**src/verilog/acr_pkg.sv**
```systemverilog
/*
 * Shared constants of the amplifier control register bank: register
 * indices, the byte address width, field positions, reset values and codes.
 * Assumes a 32-bit APB where each register sits in one aligned word.
 */
package acr_pkg;

    // Register indices as printed; the byte address is four times the index.
    localparam logic [15:0] IDX_AMP0_CTRL = 16'hffca;
    localparam logic [15:0] IDX_AMP0_OFS = 16'hffce;
    localparam logic [15:0] IDX_AMP1_CTRL = 16'hffe1;
    localparam logic [15:0] IDX_AMP1_OFS = 16'hffe4;

    // Byte address width that reaches the highest register word.
    localparam int ADDR_W_MIN = 18;

    // Field positions of a control register.
    localparam int GAIN_LSB = 0;
    localparam int SENS_LSB = 2;
    localparam int CAL_BIT = 4;
    localparam int CHAN_LSB = 5;
    localparam int EN_BIT = 7;

    // Field position of the offset register.
    localparam int OFS_BIT = 0;

    // Reset values.
    localparam logic [7:0] RST_CTRL = 8'h00;
    localparam logic [7:0] RST_OFS = 8'h00;

    // Bits that exist; all others are reserved, read zero, ignore writes.
    localparam logic [7:0] MASK_CTRL0 = 8'hff;
    localparam logic [7:0] MASK_CTRL1 = 8'hf3;
    localparam logic [7:0] MASK_OFS = 8'h01;

    // Gain codes and the gain each one selects.
    localparam logic [4:0] GAIN_X2 = 5'h02;
    localparam logic [4:0] GAIN_X4 = 5'h04;
    localparam logic [4:0] GAIN_X8 = 5'h08;
    localparam logic [4:0] GAIN_X16 = 5'h10;

    // Sensor mux codes on the first amplifier.
    localparam logic [1:0] SENS_INPUT3_A = 2'h0;
    localparam logic [1:0] SENS_VREF = 2'h1;
    localparam logic [1:0] SENS_TEMP = 2'h2;
    localparam logic [1:0] SENS_INPUT3_B = 2'h3;

    // Channel code that picks the shared source on the first amplifier.
    localparam logic [1:0] CHAN_SHARED = 2'h3;

    // Bus slave states.
    typedef enum logic {
        ACR_IDLE,
        ACR_ACK
    } acr_bus_state_t;

endpackage

```
**src/verilog/acr_amp_regs.sv**
```systemverilog
/*
 * Holds the control and offset registers of one amplifier.
 * Assumes write strobes come one cycle wide from the bus slave.
 */
`timescale 1ns/1ps
module acr_amp_regs #(
    parameter logic [7:0] CTRL_MASK = 8'hff
) (
    // Clock and reset.
    input wire logic sys_clk,
    input wire logic rst,
    // Write strobes and data.
    input wire logic ctrl_we,
    input wire logic ofs_we,
    input wire logic [7:0] wdata,
    // Stored values, reserved bits zero.
    output logic [7:0] ctrl_q,
    output logic [7:0] ofs_q
);

    logic [7:0] ctrl_d;
    logic [7:0] ofs_d;

    // Next values keep only implemented bits of the written byte.
    always_comb begin
        ctrl_d = ctrl_q;
        ofs_d = ofs_q;
        if (ctrl_we) begin
            ctrl_d = wdata & CTRL_MASK;
        end
        if (ofs_we) begin
            ofs_d = wdata & acr_pkg::MASK_OFS;
        end
    end

    // Register the values, cleared by reset.
    always_ff @(posedge sys_clk) begin
        if (rst) begin
            ctrl_q <= acr_pkg::RST_CTRL;
            ofs_q <= acr_pkg::RST_OFS;
        end else begin
            ctrl_q <= ctrl_d;
            ofs_q <= ofs_d;
        end
    end

endmodule

```
**src/verilog/acr_amp_decode.sv**
```systemverilog
/*
 * Turns one amplifier's register values into registered control levels.
 * Assumes the register values come from flip-flops on the same clock.
 */
`timescale 1ns/1ps
module acr_amp_decode (
    // Clock and reset.
    input wire logic sys_clk,
    input wire logic rst,
    // Register values.
    input wire logic [7:0] ctrl,
    input wire logic [7:0] ofs,
    // Amplifier controls.
    output logic enable_q,
    output logic calibrate_q,
    output logic [3:0] chan_oh_q,
    output logic [1:0] gain_code_q,
    output logic [4:0] gain_value_q,
    output logic offset_en_q
);

    logic enable_d;
    logic calibrate_d;
    logic [3:0] chan_oh_d;
    logic [1:0] gain_code_d;
    logic [4:0] gain_value_d;
    logic offset_en_d;

    // Decode each field of the registers.
    always_comb begin
        enable_d = ctrl[acr_pkg::EN_BIT];
        calibrate_d = ctrl[acr_pkg::CAL_BIT];
        chan_oh_d = 4'h1 << ctrl[acr_pkg::CHAN_LSB +: 2];
        gain_code_d = ctrl[acr_pkg::GAIN_LSB +: 2];
        unique case (gain_code_d)
            2'h0: gain_value_d = acr_pkg::GAIN_X2;
            2'h1: gain_value_d = acr_pkg::GAIN_X4;
            2'h2: gain_value_d = acr_pkg::GAIN_X8;
            2'h3: gain_value_d = acr_pkg::GAIN_X16;
        endcase
        offset_en_d = ofs[acr_pkg::OFS_BIT];
    end

    // Register the controls so they leave the block from flip-flops.
    always_ff @(posedge sys_clk) begin
        if (rst) begin
            enable_q <= 1'b0;
            calibrate_q <= 1'b0;
            chan_oh_q <= 4'h1;
            gain_code_q <= 2'h0;
            gain_value_q <= acr_pkg::GAIN_X2;
            offset_en_q <= 1'b0;
        end else begin
            enable_q <= enable_d;
            calibrate_q <= calibrate_d;
            chan_oh_q <= chan_oh_d;
            gain_code_q <= gain_code_d;
            gain_value_q <= gain_value_d;
            offset_en_q <= offset_en_d;
        end
    end

endmodule

```
**src/verilog/acr_regs.sv**
```systemverilog
/*
 * Register bank for two programmable-gain amplifiers in front of the two
 * converters, reached as an APB slave with zero wait states.
 * Each amplifier has a control word (enable, input channel, calibration,
 * gain) and an offset word; the first control word also steers the sensor
 * mux. Reserved bits read zero and ignore writes, unmapped words answer
 * with pslverr and read zero, and only byte lane 0 carries register bits.
 * Every control output leaves from a flip-flop, one clock after the
 * register that it decodes.
 * Assumes one 100 MHz clock, synchronous active-high reset, and a master
 * that follows the APB setup and access phases.
 */
// The implementer's own choice: the APB register port.
`timescale 1ns/1ps

// Contract
// - Gain codes select two, four, eight, sixteen
// - First amp bits 3:2 steer sensor mux
// - Bit 4 grounds amplifier input for calibration
// - Bits 6:5 choose one of four inputs
// - Bit 7 enables the amplifier
// - Offset register bit 0 enables offset voltage
module acr_regs #(
    parameter int ADDR_W = 18
) (
    // Clock and reset.
    input wire logic sys_clk,
    input wire logic rst,
    // APB slave.
    input wire logic [ADDR_W-1:0] paddr,
    input wire logic psel,
    input wire logic penable,
    input wire logic pwrite,
    input wire logic [31:0] pwdata,
    input wire logic [3:0] pstrb,
    output logic [31:0] prdata,
    output logic pready,
    output logic pslverr,
    // First amplifier.
    output logic amp0_enable_bit,
    output logic amp0_calibrate_bit,
    output logic [3:0] amp0_channel_oh,
    output logic [1:0] amp0_gain_code,
    output logic [4:0] amp0_gain_value,
    output logic amp0_offset_enable,
    output logic amp0_shared_source,
    // Second amplifier.
    output logic amp1_enable_bit,
    output logic amp1_calibrate_bit,
    output logic [3:0] amp1_channel_oh,
    output logic [1:0] amp1_gain_code,
    output logic [4:0] amp1_gain_value,
    output logic amp1_offset_enable,
    // Sensor mux.
    output logic sens_route_input3,
    output logic sens_route_vref,
    output logic sens_temp_enable
);

    localparam int NUM_AMP = 2;

    // Byte addresses of the four registers. The printed offsets are not all
    // word multiples, so each is kept as an index and the byte address is
    // four times it; the two low address bits must be zero to match.
    localparam logic [ADDR_W-1:0] ADDR_AMP0_CTRL =
        ADDR_W'({acr_pkg::IDX_AMP0_CTRL, 2'b00});
    localparam logic [ADDR_W-1:0] ADDR_AMP0_OFS =
        ADDR_W'({acr_pkg::IDX_AMP0_OFS, 2'b00});
    localparam logic [ADDR_W-1:0] ADDR_AMP1_CTRL =
        ADDR_W'({acr_pkg::IDX_AMP1_CTRL, 2'b00});
    localparam logic [ADDR_W-1:0] ADDR_AMP1_OFS =
        ADDR_W'({acr_pkg::IDX_AMP1_OFS, 2'b00});

    // Refuse an address bus too narrow to reach every register.
    if (ADDR_W < acr_pkg::ADDR_W_MIN) begin : g_addr_check
        $error("acr_regs: ADDR_W too small for the register map");
    end

    // Refuse a map in which two registers would answer in one word.
    if (ADDR_AMP0_CTRL == ADDR_AMP0_OFS || ADDR_AMP0_CTRL == ADDR_AMP1_CTRL ||
        ADDR_AMP0_CTRL == ADDR_AMP1_OFS || ADDR_AMP0_OFS == ADDR_AMP1_CTRL ||
        ADDR_AMP0_OFS == ADDR_AMP1_OFS || ADDR_AMP1_CTRL == ADDR_AMP1_OFS) begin : g_map_check
        $error("acr_regs: two registers share one word");
    end

    // The map and the sensor decode are written for exactly two amplifiers.
    if (NUM_AMP != 2) begin : g_amp_check
        $error("acr_regs: NUM_AMP must be two");
    end

    // Bus slave state, latched read data and error flag.
    acr_pkg::acr_bus_state_t state_q;
    acr_pkg::acr_bus_state_t state_d;
    logic [31:0] prdata_q;
    logic [31:0] prdata_d;
    logic err_q;
    logic err_d;

    // Address decode, write strobes and register values.
    logic [NUM_AMP-1:0] ctrl_hit;
    logic [NUM_AMP-1:0] ofs_hit;
    logic any_hit;
    logic access_end;
    logic commit;
    logic [NUM_AMP-1:0] ctrl_we;
    logic [NUM_AMP-1:0] ofs_we;
    logic [7:0] ctrl_val [NUM_AMP];
    logic [7:0] ofs_val [NUM_AMP];
    logic [7:0] rd_byte;

    // Decoded controls of each amplifier.
    logic enable_v [NUM_AMP];
    logic calibrate_v [NUM_AMP];
    logic [3:0] chan_oh_v [NUM_AMP];
    logic [1:0] gain_code_v [NUM_AMP];
    logic [4:0] gain_value_v [NUM_AMP];
    logic offset_en_v [NUM_AMP];

    // Sensor mux and shared-source next and registered values.
    logic sens_input3_d;
    logic sens_vref_d;
    logic sens_temp_d;
    logic shared_d;
    logic sens_input3_q;
    logic sens_vref_q;
    logic sens_temp_q;
    logic shared_q;

    // Address decode of the four words.
    // A full compare, so an alias of a register elsewhere in the space is refused.
    always_comb begin
        ctrl_hit[0] = (paddr == ADDR_AMP0_CTRL);
        ctrl_hit[1] = (paddr == ADDR_AMP1_CTRL);
        ofs_hit[0] = (paddr == ADDR_AMP0_OFS);
        ofs_hit[1] = (paddr == ADDR_AMP1_OFS);
        any_hit = |{ctrl_hit, ofs_hit};
    end

    // A write takes effect only at the edge that ends the access phase.
    // Only the low byte lane carries register bits, so pstrb[0] gates it:
    // a write with that strobe low completes normally but changes nothing,
    // and a refused write raises pslverr and leaves every register alone.
    always_comb begin
        access_end = psel & penable & pready;
        commit = access_end & pwrite & pstrb[0] & ~pslverr;
        ctrl_we = ctrl_hit & {NUM_AMP{commit}};
        ofs_we = ofs_hit & {NUM_AMP{commit}};
    end

    // Read byte of the addressed register; unmapped words read zero.
    // At most one word matches, since the map check keeps the four apart.
    always_comb begin
        rd_byte = 8'h00;
        for (int i = 0; i < NUM_AMP; i++) begin
            if (ctrl_hit[i]) begin
                rd_byte = ctrl_val[i];
            end
            if (ofs_hit[i]) begin
                rd_byte = ofs_val[i];
            end
        end
    end

    // Bus slave: the setup cycle latches read data and the error flag,
    // the following access cycle answers with pready.
    // Latching at setup puts the answer in a flip-flop, and a write that
    // ended just before is already visible in the word read.
    // A master that drops psel before the access phase is let go, so the
    // slave does not hold pready high into a later setup.
    always_comb begin
        state_d = state_q;
        prdata_d = prdata_q;
        err_d = err_q;
        unique case (state_q)
            acr_pkg::ACR_IDLE: begin
                if (psel && !penable) begin
                    state_d = acr_pkg::ACR_ACK;
                    err_d = ~any_hit;
                    prdata_d = pwrite ? 32'h0000_0000 : {24'h00_0000, rd_byte};
                end
            end
            acr_pkg::ACR_ACK: begin
                if (psel && penable) begin
                    state_d = acr_pkg::ACR_IDLE;
                end else if (!psel) begin
                    state_d = acr_pkg::ACR_IDLE;
                end
            end
        endcase
    end

    // Bus slave registers.
    always_ff @(posedge sys_clk) begin
        if (rst) begin
            state_q <= acr_pkg::ACR_IDLE;
            prdata_q <= 32'h0000_0000;
            err_q <= 1'b0;
        end else begin
            state_q <= state_d;
            prdata_q <= prdata_d;
            err_q <= err_d;
        end
    end

    // Handshake outputs follow the state; read data from a flip-flop.
    // pready is decoded from the state alone, so no combinational path
    // runs from the bus inputs to the handshake outputs.
    always_comb begin
        pready = (state_q == acr_pkg::ACR_ACK);
        pslverr = (state_q == acr_pkg::ACR_ACK) & err_q;
        prdata = prdata_q;
    end

    // One register pair and one decoder per amplifier. The second control
    // word has no sensor field, so its mask clears bits 3:2.
    for (genvar g = 0; g < NUM_AMP; g++) begin : g_amp
        // Register pair with the reserved bits masked on write.
        acr_amp_regs #(
            .CTRL_MASK((g == 0) ? acr_pkg::MASK_CTRL0 : acr_pkg::MASK_CTRL1)
        ) u_regs (
            .sys_clk(sys_clk),
            .rst(rst),
            .ctrl_we(ctrl_we[g]),
            .ofs_we(ofs_we[g]),
            .wdata(pwdata[7:0]),
            .ctrl_q(ctrl_val[g]),
            .ofs_q(ofs_val[g])
        );

        // Decoder that registers this amplifier's fields.
        acr_amp_decode u_decode (
            .sys_clk(sys_clk),
            .rst(rst),
            .ctrl(ctrl_val[g]),
            .ofs(ofs_val[g]),
            .enable_q(enable_v[g]),
            .calibrate_q(calibrate_v[g]),
            .chan_oh_q(chan_oh_v[g]),
            .gain_code_q(gain_code_v[g]),
            .gain_value_q(gain_value_v[g]),
            .offset_en_q(offset_en_v[g])
        );
    end

    // Sensor mux decode from the first control register. The route follows
    // bits 3:2 whether or not the amplifier is enabled, so software may set
    // it before turning the amplifier on.
    always_comb begin
        sens_input3_d = 1'b0;
        sens_vref_d = 1'b0;
        sens_temp_d = 1'b0;
        unique case (ctrl_val[0][acr_pkg::SENS_LSB +: 2])
            acr_pkg::SENS_INPUT3_A: sens_input3_d = 1'b1;
            acr_pkg::SENS_VREF: sens_vref_d = 1'b1;
            acr_pkg::SENS_TEMP: sens_temp_d = 1'b1;
            acr_pkg::SENS_INPUT3_B: sens_input3_d = 1'b1;
        endcase
    end

    // The first amplifier's channel code 11 picks the source it shares with
    // the sensor mux.
    always_comb begin
        shared_d = (ctrl_val[0][acr_pkg::CHAN_LSB +: 2] == acr_pkg::CHAN_SHARED);
    end

    // Sensor mux outputs come from flip-flops, aligned with the decoders.
    always_ff @(posedge sys_clk) begin
        if (rst) begin
            // Route input 3, the decode of an all-zero control word.
            sens_input3_q <= 1'b1;
            sens_vref_q <= 1'b0;
            sens_temp_q <= 1'b0;
            shared_q <= 1'b0;
        end else begin
            sens_input3_q <= sens_input3_d;
            sens_vref_q <= sens_vref_d;
            sens_temp_q <= sens_temp_d;
            shared_q <= shared_d;
        end
    end

    // First amplifier outputs.
    assign amp0_enable_bit = enable_v[0];
    assign amp0_calibrate_bit = calibrate_v[0];
    assign amp0_channel_oh = chan_oh_v[0];
    assign amp0_gain_code = gain_code_v[0];
    assign amp0_gain_value = gain_value_v[0];
    assign amp0_offset_enable = offset_en_v[0];
    assign amp0_shared_source = shared_q;

    // Second amplifier outputs.
    assign amp1_enable_bit = enable_v[1];
    assign amp1_calibrate_bit = calibrate_v[1];
    assign amp1_channel_oh = chan_oh_v[1];
    assign amp1_gain_code = gain_code_v[1];
    assign amp1_gain_value = gain_value_v[1];
    assign amp1_offset_enable = offset_en_v[1];

    // Sensor mux outputs.
    // Exactly one of the three routes is high at any time.
    assign sens_route_input3 = sens_input3_q;
    assign sens_route_vref = sens_vref_q;
    assign sens_temp_enable = sens_temp_q;

endmodule

```
**config.mk**
```make
export PLATFORM = sky130hd
export DESIGN_NAME = acr_regs
export DESIGN_NICKNAME = d
export VERILOG_FILES = /design/src/verilog/acr_pkg.sv /design/src/verilog/acr_amp_regs.sv /design/src/verilog/acr_amp_decode.sv /design/src/verilog/acr_regs.sv
export SDC_FILE = /design/constraint.sdc
export NUM_CORES = 1
export LEC_CHECK = 0
export BUFFER_PORTS_ARGS = -buffer_cell sky130_fd_sc_hd__buf_2
export CAP_MARGIN = 25
export CORE_MARGIN = 4
export CORE_UTILIZATION = 25
export CTS_CLUSTER_DIAMETER = 50
export CTS_CLUSTER_SIZE = 28
export DETAILED_ROUTE_END_ITERATION = 10
export PLACE_DENSITY = 0.61
export RECOVER_POWER = 25
export SLEW_MARGIN = 20
export SYNTH_ARGS = -nofsm -noshare
export SYNTH_HDL_FRONTEND = slang
export SYNTH_SLANG_ARGS = --single-unit
```
**constraint.sdc**
```tcl
create_clock -name sys_clk -period 2.05 [get_ports sys_clk]
set_clock_uncertainty 0.2 [all_clocks]
set_input_delay 0.1025 -clock sys_clk [delete_from_list [all_inputs] [get_ports sys_clk]]
set_output_delay 0.1025 -clock sys_clk [all_outputs]
set_load 0.02 [all_outputs]
```
; After elaboration in Yosys (flattened, before gate mapping)
; Cells that the tools add are included.
[word_totals]
reg_bits = 82
[classes]
eq_ne = 14
n_shift = 2
mux = 14
bitwise = 11
reduce_logical = 9
[ops]
columns = op, n
row1 = "equality test 18 bit, second input constant", 4
row2 = 2-to-1 mux 8 bit, 5
row3 = one-hot mux 5 bit (4 select lines), 2
row4 = "equality test 2 bit, second input constant", 7
row5 = "<< shifter 1 x 2 -> 4 bit, first input constant", 2
row6 = bitwise AND 1 bit, 6
row7 = "equality test 2 x 1 -> 1 bit, second input constant", 3
row8 = zero test 2 bit, 3
row9 = 2-to-1 mux 1 bit, 6
row10 = bitwise AND 2 bit, 2
row11 = OR reduction 4 bit, 1
row12 = inverter 1 bit, 3
row13 = logical AND 1 bit, 2
row14 = one-hot mux 1 bit (2 select lines), 1
row15 = AND reduction 2 bit, 1
row16 = OR reduction 2 bit, 1
row17 = zero test 1 bit, 1

; Logic depth before layout (Yosys ltp)
; Gate-level depths: netlist of the first run.
[logic_depth]
word_depth = 6
ltp_mapped = 5

; Hierarchy
; Synthesis of the first run repeated with hierarchy kept, for this count alone.
[hier_totals]
hier_cells = 277
hier_area_um2 = 2632.5
[modules_own_cells]
columns = module, n_inst, cells_per_inst, area_per_inst_um2
row1 = acr_regs, 1, 150, 1143.6
row2 = acr_amp_decode, 2, 29, 396.6
row3 = acr_amp_regs (g_amp[0].u_regs), 1, 37, 376.6
row4 = acr_amp_regs (g_amp[1].u_regs), 1, 32, 319.1

; Least setup slack after synthesis of the first run
; Ideal clock, no wire load.
[synth_path]
path_type = reg-to-reg
start = register state_q (netlist: pready)
end = register g_amp[0].u_regs.ctrl_q[0]
setup_time_ns = 0.072
t_arrival_ns = 1.854
setup_slack_ns = -0.076
stages_incl_launch_ff = 5
cell_sequence = dfxtp_1 > nand4b_1 > or4_4 > nor4_4 > mux2i_1
[synth_between]
elab_chain_cells = 5
word_cells_on_any_way = 7
[synth_rtl]
columns = item, line
row1 = from (decl), acr_regs.sv:92  ; acr_pkg::acr_bus_state_t state_q;
row2 = from (signal assigned), acr_regs.sv:195  ; state_q <= acr_pkg::ACR_IDLE;
row3 = from (signal assigned), acr_regs.sv:199  ; state_q <= state_d;
row4 = bitwise AND 1 bit, acr_regs.sv:144  ; access_end = psel & penable & pready;
row5 = bitwise AND 1 bit (2 in a row), acr_regs.sv:145  ; commit = access_end & pwrite & pstrb[0] & ~pslverr;
row6 = bitwise AND 1 bit *, acr_regs.sv:145
row7 = bitwise AND 2 bit *, acr_regs.sv:146  ; ctrl_we = ctrl_hit & {NUM_AMP{commit}};
row8 = to (signal assigned), acr_amp_regs.sv:39  ; ctrl_q <= acr_pkg::RST_CTRL;
row9 = to (signal assigned), acr_amp_regs.sv:42  ; ctrl_q <= ctrl_d;
row10 = to (decl), acr_amp_regs.sv:17  ; output logic [7:0] ctrl_q,
; Mark *: on every way between the ends. The rest lies on a longest branch, timed or not.
; A chain may end at the register's enable or synchronous reset.

; Worst setup path in the final report of the first run
[layout_path]
start = register err_q
end = register g_amp[1].u_regs.ctrl_q[5]
[layout_between]
elab_chain_cells = 4
[layout_rtl]
columns = item, line
row1 = from (decl), acr_regs.sv:96  ; logic err_q;
row2 = from (signal assigned), acr_regs.sv:201  ; err_q <= err_d;
row3 = bitwise AND 1 bit, acr_regs.sv:210  ; pslverr = (state_q == acr_pkg::ACR_ACK) & err_q;
row4 = inverter 1 bit, acr_regs.sv:145
row5 = bitwise AND 1 bit, acr_regs.sv:145
row6 = bitwise AND 2 bit, acr_regs.sv:146
row7 = to (signal assigned), acr_amp_regs.sv:39
row8 = to (signal assigned), acr_amp_regs.sv:42
row9 = to (decl), acr_amp_regs.sv:17
; No other way between the ends.

==> results of run 1 <==
how the worst max path moves through the flow:
| stage | to | cells past startpoint | slack, ns |
|---|---|---|---|
| after floorplan | g_amp[1].u_regs.ctrl_q[0] | 4 | 0.02 |
| after global placement | g_amp[1].u_regs.ctrl_q[4] | 6 | 0.03 |
| after detailed placement | g_amp[1].u_regs.ctrl_q[5] | 6 | -0.003 |
| after CTS | g_amp[1].u_regs.ctrl_q[5] | 7 | 0.02 |
| after global routing | g_amp[1].u_regs.ctrl_q[6] | 5 | 0.01 |
| final | g_amp[1].u_regs.ctrl_q[5] | 5 | 0.11 |
critical path: stages (launching register included):
cell,delay [ns]
dfxtp_1,0.33
nand4b_1,0.20
or4_4,0.48
nor4_4,0.29
buf_6,0.18
mux2i_1,0.19
logic make-up (layout without fill, tap and decap cells):
| kind of cell | Yosys count | in the layout | synth area share [%] |
|---|---|---|---|
| simple gates | 78 | 78 | 19.8 |
| mux | 15 | 15 | 6.96 |
| other cells | 1 | 26 | 0.174 |
| fa+ha+maj | 2 | 2 | 1.16 |
| xor+xnor | 1 | 1 | 0.406 |
| compound gates | 24 | 24 | 7.14 |
| flops | 56 | 56 | 52.0 |
| buf+inv | 45 | 114 | 12.4 |
power groups by stage:
stage | Clock, uW | Combinational [uW] | Sequential (uW)
floorplan | 0 | 115 | 1120
global placement | 0 | 125 | 1120
detailed placement | 0 | 126 | 1120
CTS | 676 | 144 | 1090
global route | 716 | 155 | 1090
finish | 651 | 143 | 1090
sequential cells by signal, indices dropped and copies added, names as in the netlist:
signal and flops:
amp0_shared_source 1, err_q 1, g_amp.u_decode.calibrate_q 2, g_amp.u_decode.chan_oh_q 8, g_amp.u_decode.enable_q 2, g_amp.u_decode.gain_code_q 4, g_amp.u_decode.gain_value_q 8, g_amp.u_decode.offset_en_q 2
g_amp.u_regs.ctrl_q 14, g_amp.u_regs.ofs_q 2, prdata 8, pready 1, sens_route_input3 1, sens_route_vref 1, sens_temp_enable 1
final cells by class:
class	count	area [um2]	area share (%)
tap	105	131	4.71
multi-input combinational	146	863	31.0
sequential	56	1120	40.2
clock inverter	3	33.8	1.21
clock buffer	5	68.8	2.47
timing repair buffer	91	514	18.4
inverter	15	56.3	2.02
timing repair:
item                       in CTS  in global routing
hold endpoints to repair       22                  0
hold buffers                   12                  0
resized for setup               0                  1
setup endpoints to repair       0                  6
metal layers:
layer | up-vias | GRT usage (%)
met5 | - | 0
li1 | 877 | -
met4 | 0 | 2.76
met3 | 6 | 3.60
met1 | 780 | 11.3
met2 | 63 | 16.3
cells in the final DEF, fill, tap and decap left out, types with 5 or more instances in the layout:
master | Yosys | final
a22oi_1 | 5 | 5
buf_2 | 0 | 48
buf_4 | 26 | 8
clkbuf_1 | 4 | 22
clkbuf_8 | 0 | 5
conb_1 | 1 | 26
dfxtp_1 | 56 | 56
dlygate4sd3_1 | 0 | 12
inv_1 | 15 | 15
mux2i_1 | 15 | 15
nand2_1 | 32 | 32
nor2_1 | 16 | 16
o21ai_0 | 11 | 11
per-stage QoR:
stage          cell area [um2]  util, %  std cells  setup TNS (ns)
6_report                  2790     33.6        421               0
3_3_place_gp              2590     31.3        402               0
3_5_place_dp              2590     31.3        402        -0.00523
5_1_grt                   2790     33.6        421               0
2_1_floorplan             2250        -        247               0
4_1_cts                   2820     34.0        422               0
==> results_dict.tcl, run 1 <==
set metrics [dict create \
    status "complete, no violations" \
    yosysTopAreaCellShare_pct 52.0 \
    gp_congestion 0.777 \
    cts_buffers 5 \
    dr_wl_met2_um 2310 \
    drc 0 \
    powerDensity_nw_per_um2 676 \
    antenna_found_initial 0 \
    top_layer "met4" \
    synth_edf_count 0 \
    hold_viol 0 \
    synth-async-reset-ratio_pct 0 \
    fin_crit_sh_pct 94.5 \
    die_h_um 101 \
    rsz0062_at_grt "no" \
    clock_sinks 56 \
    ff2ff_setup_slack_ns 0.11 \
    holdPathStages 5 \
    setup_viol_count_final 0 \
    synth_top_area_cell "dfxtp_1" \
    slew_viol_final 0 \
    comb_power_share_pct 7.6 \
    pwr-share-clk_pct 34.6 \
    setup_ws_ns 0.112 \
    htreeDepth 2 \
    crit_type "reg -> reg" \
    drive_gt1_share_pct 22.8 \
    worst-r2r-cell-count 5 \
    overflow 0 \
    synth_warnings 0 \
    grt_use_total_pct 9.61 \
    rr_startpoint "err_q" \
    vias 1726 \
    fillCellCount 903 \
    min_path_type "in -> reg" \
    rows 33 \
    holdPathEnd "prdata[0]" \
    dp_hpwl_um 4000 \
    drt_iter0_drc 44 \
    clk_path_buf_depth 2 \
    numPortBuffers 71 \
    ant_nets 0 \
    r2r-end "g_amp[1].u_regs.ctrl_q[5]" \
    area.growth.synth_to_final_pct 29.3 \
    fin_nets 376 \
    cp_max_fo 4 \
    cp-start-kind "register" \
    grt_max_degree 22 \
    cp-startpoint "err_q" \
    synthesis.instances 222 \
    grt_pass1_vias 1628 \
    routedLengthMet1_um 2140 \
    holdWs_ns 0.0393 \
    route.met3.wl_um 536 \
    die-area_um2 10200 \
    ir_drop_v 0.000329 \
    power_switching_uw 486 \
    design.portCount 125 \
    wl_per_cell_um 12.0 \
    pwr-share-seq_pct 57.9 \
    critPathArrivalTime_ns 1.99 \
    max_cap_violations 0 \
    synth.most_common_cell "dfxtp_1" \
    synth_flop_cell "dfxtp_1" \
    synth_area_leaders "dfxtp_1 (52%), buf_4 (9.0%), mux2i_1 (7.0%), nand2_1 (5.6%), nor2_1 (2.8%)" \
    cts_tree "yes" \
    antenna_cells 0 \
    start_util_pct 26.0 \
    internal_power_uw 1400 \
    ys_top_cells_by_count "dfxtp_1 (56), nand2_1 (32), buf_4 (26)" \
    synthesis.area_um2 2160 \
    p_leak_uw 0.00126 \
    dp_slack_ns -0.00336 \
    synth-seq-cells 56 \
    core_area_um2 8300 \
    holdCritStartpoint "penable" \
    fmax_ghz 0.516 \
    netlist-cell-type-count 36 \
    drtPass1Iterations 4 \
    grt_pass1_wl_um 7730 \
    synth_area_per_cell_um2 9.72 \
    end_kind "register" \
    cts_root_buffer "clkbuf_8" \
    routed_wl_um 5040 \
    vias_per_cell 4.10 \
    period_needed_ns 1.94 \
    die_width_um 101 \
    finalPower_uw 1880 \
    clkTransAtPathRegs_ns 0.11 \
    yosysSeqAreaShare_pct 52.0 \
    swShare_pct 25.8 \
    cts_setup_buffers 0 \
    clkLatencyLatePin_ns 0.31 \
    required_ns 2.10 \
]
(Power assumes the default switching activity.)
==> run 2, diff against run 1 <==
CELL_PAD_IN_SITES_DETAIL_PLACEMENT = 1   (was unset)
CELL_PAD_IN_SITES_GLOBAL_PLACEMENT = 2   (was unset)
CORE_UTILIZATION = 21   (was 25)
PLACE_DENSITY = 0.83   (was 0.61)
SKIP_CTS_REPAIR_TIMING = 1   (was unset)
==> run 2 against run 1 <==
  * Clock-buffer cell count unchanged
  * Sequential share of layout area shrank 0.83 points
  * Power grew 0.52%
==> results_dict.tcl, run 2 (same netlist as run 1, synthesis figures left out) <==
set metrics [dict create \
    status "complete, no violations" \
    largest_reg_flops 14 \
    clk_path_buf_depth 2 \
    grt_use_met1_pct 11.2 \
    cts_buffers 5 \
    cts_root_buffer "clkbuf_8" \
    gp_congestion 0.724 \
    final_cell_mix "dfxtp_1 (54), buf_2 (50), nand2_1 (32)" \
    rows 36 \
    routed_wl_um 5890 \
    powerDensity_nw_per_um2 664 \
    cp-startpoint "err_q" \
    cp_max_fo 6 \
    grt.busiest_layer "met2" \
    min_path_type "in -> reg" \
    start_util_pct 21.8 \
    crit_type "reg -> reg" \
    postLayoutCellArea_um2 2850 \
    drtPass1Iterations 4 \
    grt_pass1_wl_um 8670 \
    grt_pass1_vias 1769 \
    cp_top_family "simple AND/OR/NAND/NOR gates" \
    layout_commonest_cell "dfxtp_1" \
    period_needed_ns 1.96 \
    die_h_um 109 \
    crit_slowest_cell "or4_4" \
    clkTransAtPathRegs_ns 0.11 \
    ff2ff_setup_slack_ns 0.09 \
    required_ns 2.08 \
    fin_crit_sh_pct 95.8 \
    path_cells "nand4b_1 > or4_4 > nor4_4 > buf_12 > mux2i_1" \
    use_met3_pct 2.47 \
    met2_usage_pct 16.7 \
    rr_startpoint "err_q" \
    vias_per_cell 3.94 \
    htreeDepth 2 \
    antenna_cells 0 \
    r2r-end "g_amp[0].u_regs.ctrl_q[2]" \
    wl_per_cell_um 13.1 \
    critPathArrivalTime_ns 2.00 \
    placed_cell_area_um2 2650 \
    design.portCount 125 \
    setup_viol_count_final 0 \
    cp_num_cells 5 \
    numPortBuffers 71 \
    overflow 0 \
    worst-r2r-cell-count 5 \
    drive_gt1_share_pct 24.0 \
    drc 0 \
    dp_slack_ns 0.00972 \
    fin_nets 377 \
    die-area_um2 12000 \
    dp_hpwl_um 4610 \
    clock_sinks 56 \
    critical_path_buf_inv_count 1 \
    cp-start-kind "register" \
    grt_max_degree 22 \
    p_leak_uw 0.00127 \
    fmax_ghz 0.509 \
    drt_iter0_drc 35 \
    core_area_um2 9910 \
    cp-endpoint "g_amp[0].u_regs.ctrl_q[2]" \
    hold_viol 0 \
    area.growth.synth_to_final_pct 32.3 \
    regMostFlops "g_amp.u_regs.ctrl_q" \
    ant_nets 0 \
    max_cap_violations 0 \
    ir_drop_v 0.000332 \
    vias 1773 \
    cts_tree "yes" \
    end_kind "register" \
    cpPeakStageDelay_ns 0.49 \
    die_width_um 109 \
    setup_ws_ns 0.0869 \
    slew_viol_final 0 \
    clkLatencyLatePin_ns 0.31 \
    grt_use_total_pct 9.39 \
    antenna_found_initial 0 \
]
run 2: cell types whose count changed in the layout (fill, tap and decap cells not counted):
cell / delta
buf_2: +2
dfxtp_1: -2
dfxtp_2: +2
buf_6: -1
buf_4: -1
clkbuf_1: -1
buf_12: +2
run 2: layout make-up:
cell class	count	area (um2)
fillers	1212	7060
flip-flops and latches	56	1120
multi-input cells	146	863
repair buffers	92	542
well taps	133	166
clock buffers	5	68.8
inverters	15	56.3
clock inverters	3	33.8
run 2: worst min path at each step:
stage | cells past startpoint | slack (ns) | startpoint | endpoint
after floorplan | 1 | -0.03 | rst | sens_route_vref
after global placement | 2 | 0.10 | penable | pready
after detailed placement | 2 | 0.10 | penable | pready
after CTS | 2 | -0.24 | penable | pready
after global routing | 4 | 0.07 | penable | err_q
final | 4 | 0.05 | penable | err_q
run 2: report_power, final:
part / internal, uW / total (uW) / switching (uW)
logic: 52.8 / 148 / 95.0
registers: 1090 / 1090 / 1.46
clock network: 258 / 655 / 397
total: 1400 / 1890 / 494
run 2: tightest hold or removal path: cells and delay by family:
kind	cells	cell delay, ns
AO/OA/AOI/OAI	1	0.14
buffers and inverters	2	0.23
AND/OR/NAND/NOR	1	0.05
run 2: through the flow:
step | cells | utilization, % | total power, uW | setup TNS [ns] | hold WS [ns]
global placement | 429 | 26.7 | 1240 | 0 | 0.100
CTS | 437 | 27.8 | 1910 | 0 | -0.238
finish | 450 | 28.8 | 1890 | 0 | 0.0500
global route | 450 | 28.8 | 1980 | -0.00576 | 0.0678
floorplan | 247 | - | 1230 | 0 | -0.0259
detailed placement | 429 | 26.7 | 1250 | 0 | 0.105
run 2: routing by layer:
layer | share of wire, % | vias to the layer above
met5 | 0 | -
met4 | 1.0 | 0
met3 | 7.5 | 6
met2 | 49 | 60
met1 | 43 | 827
li1 | - | 880
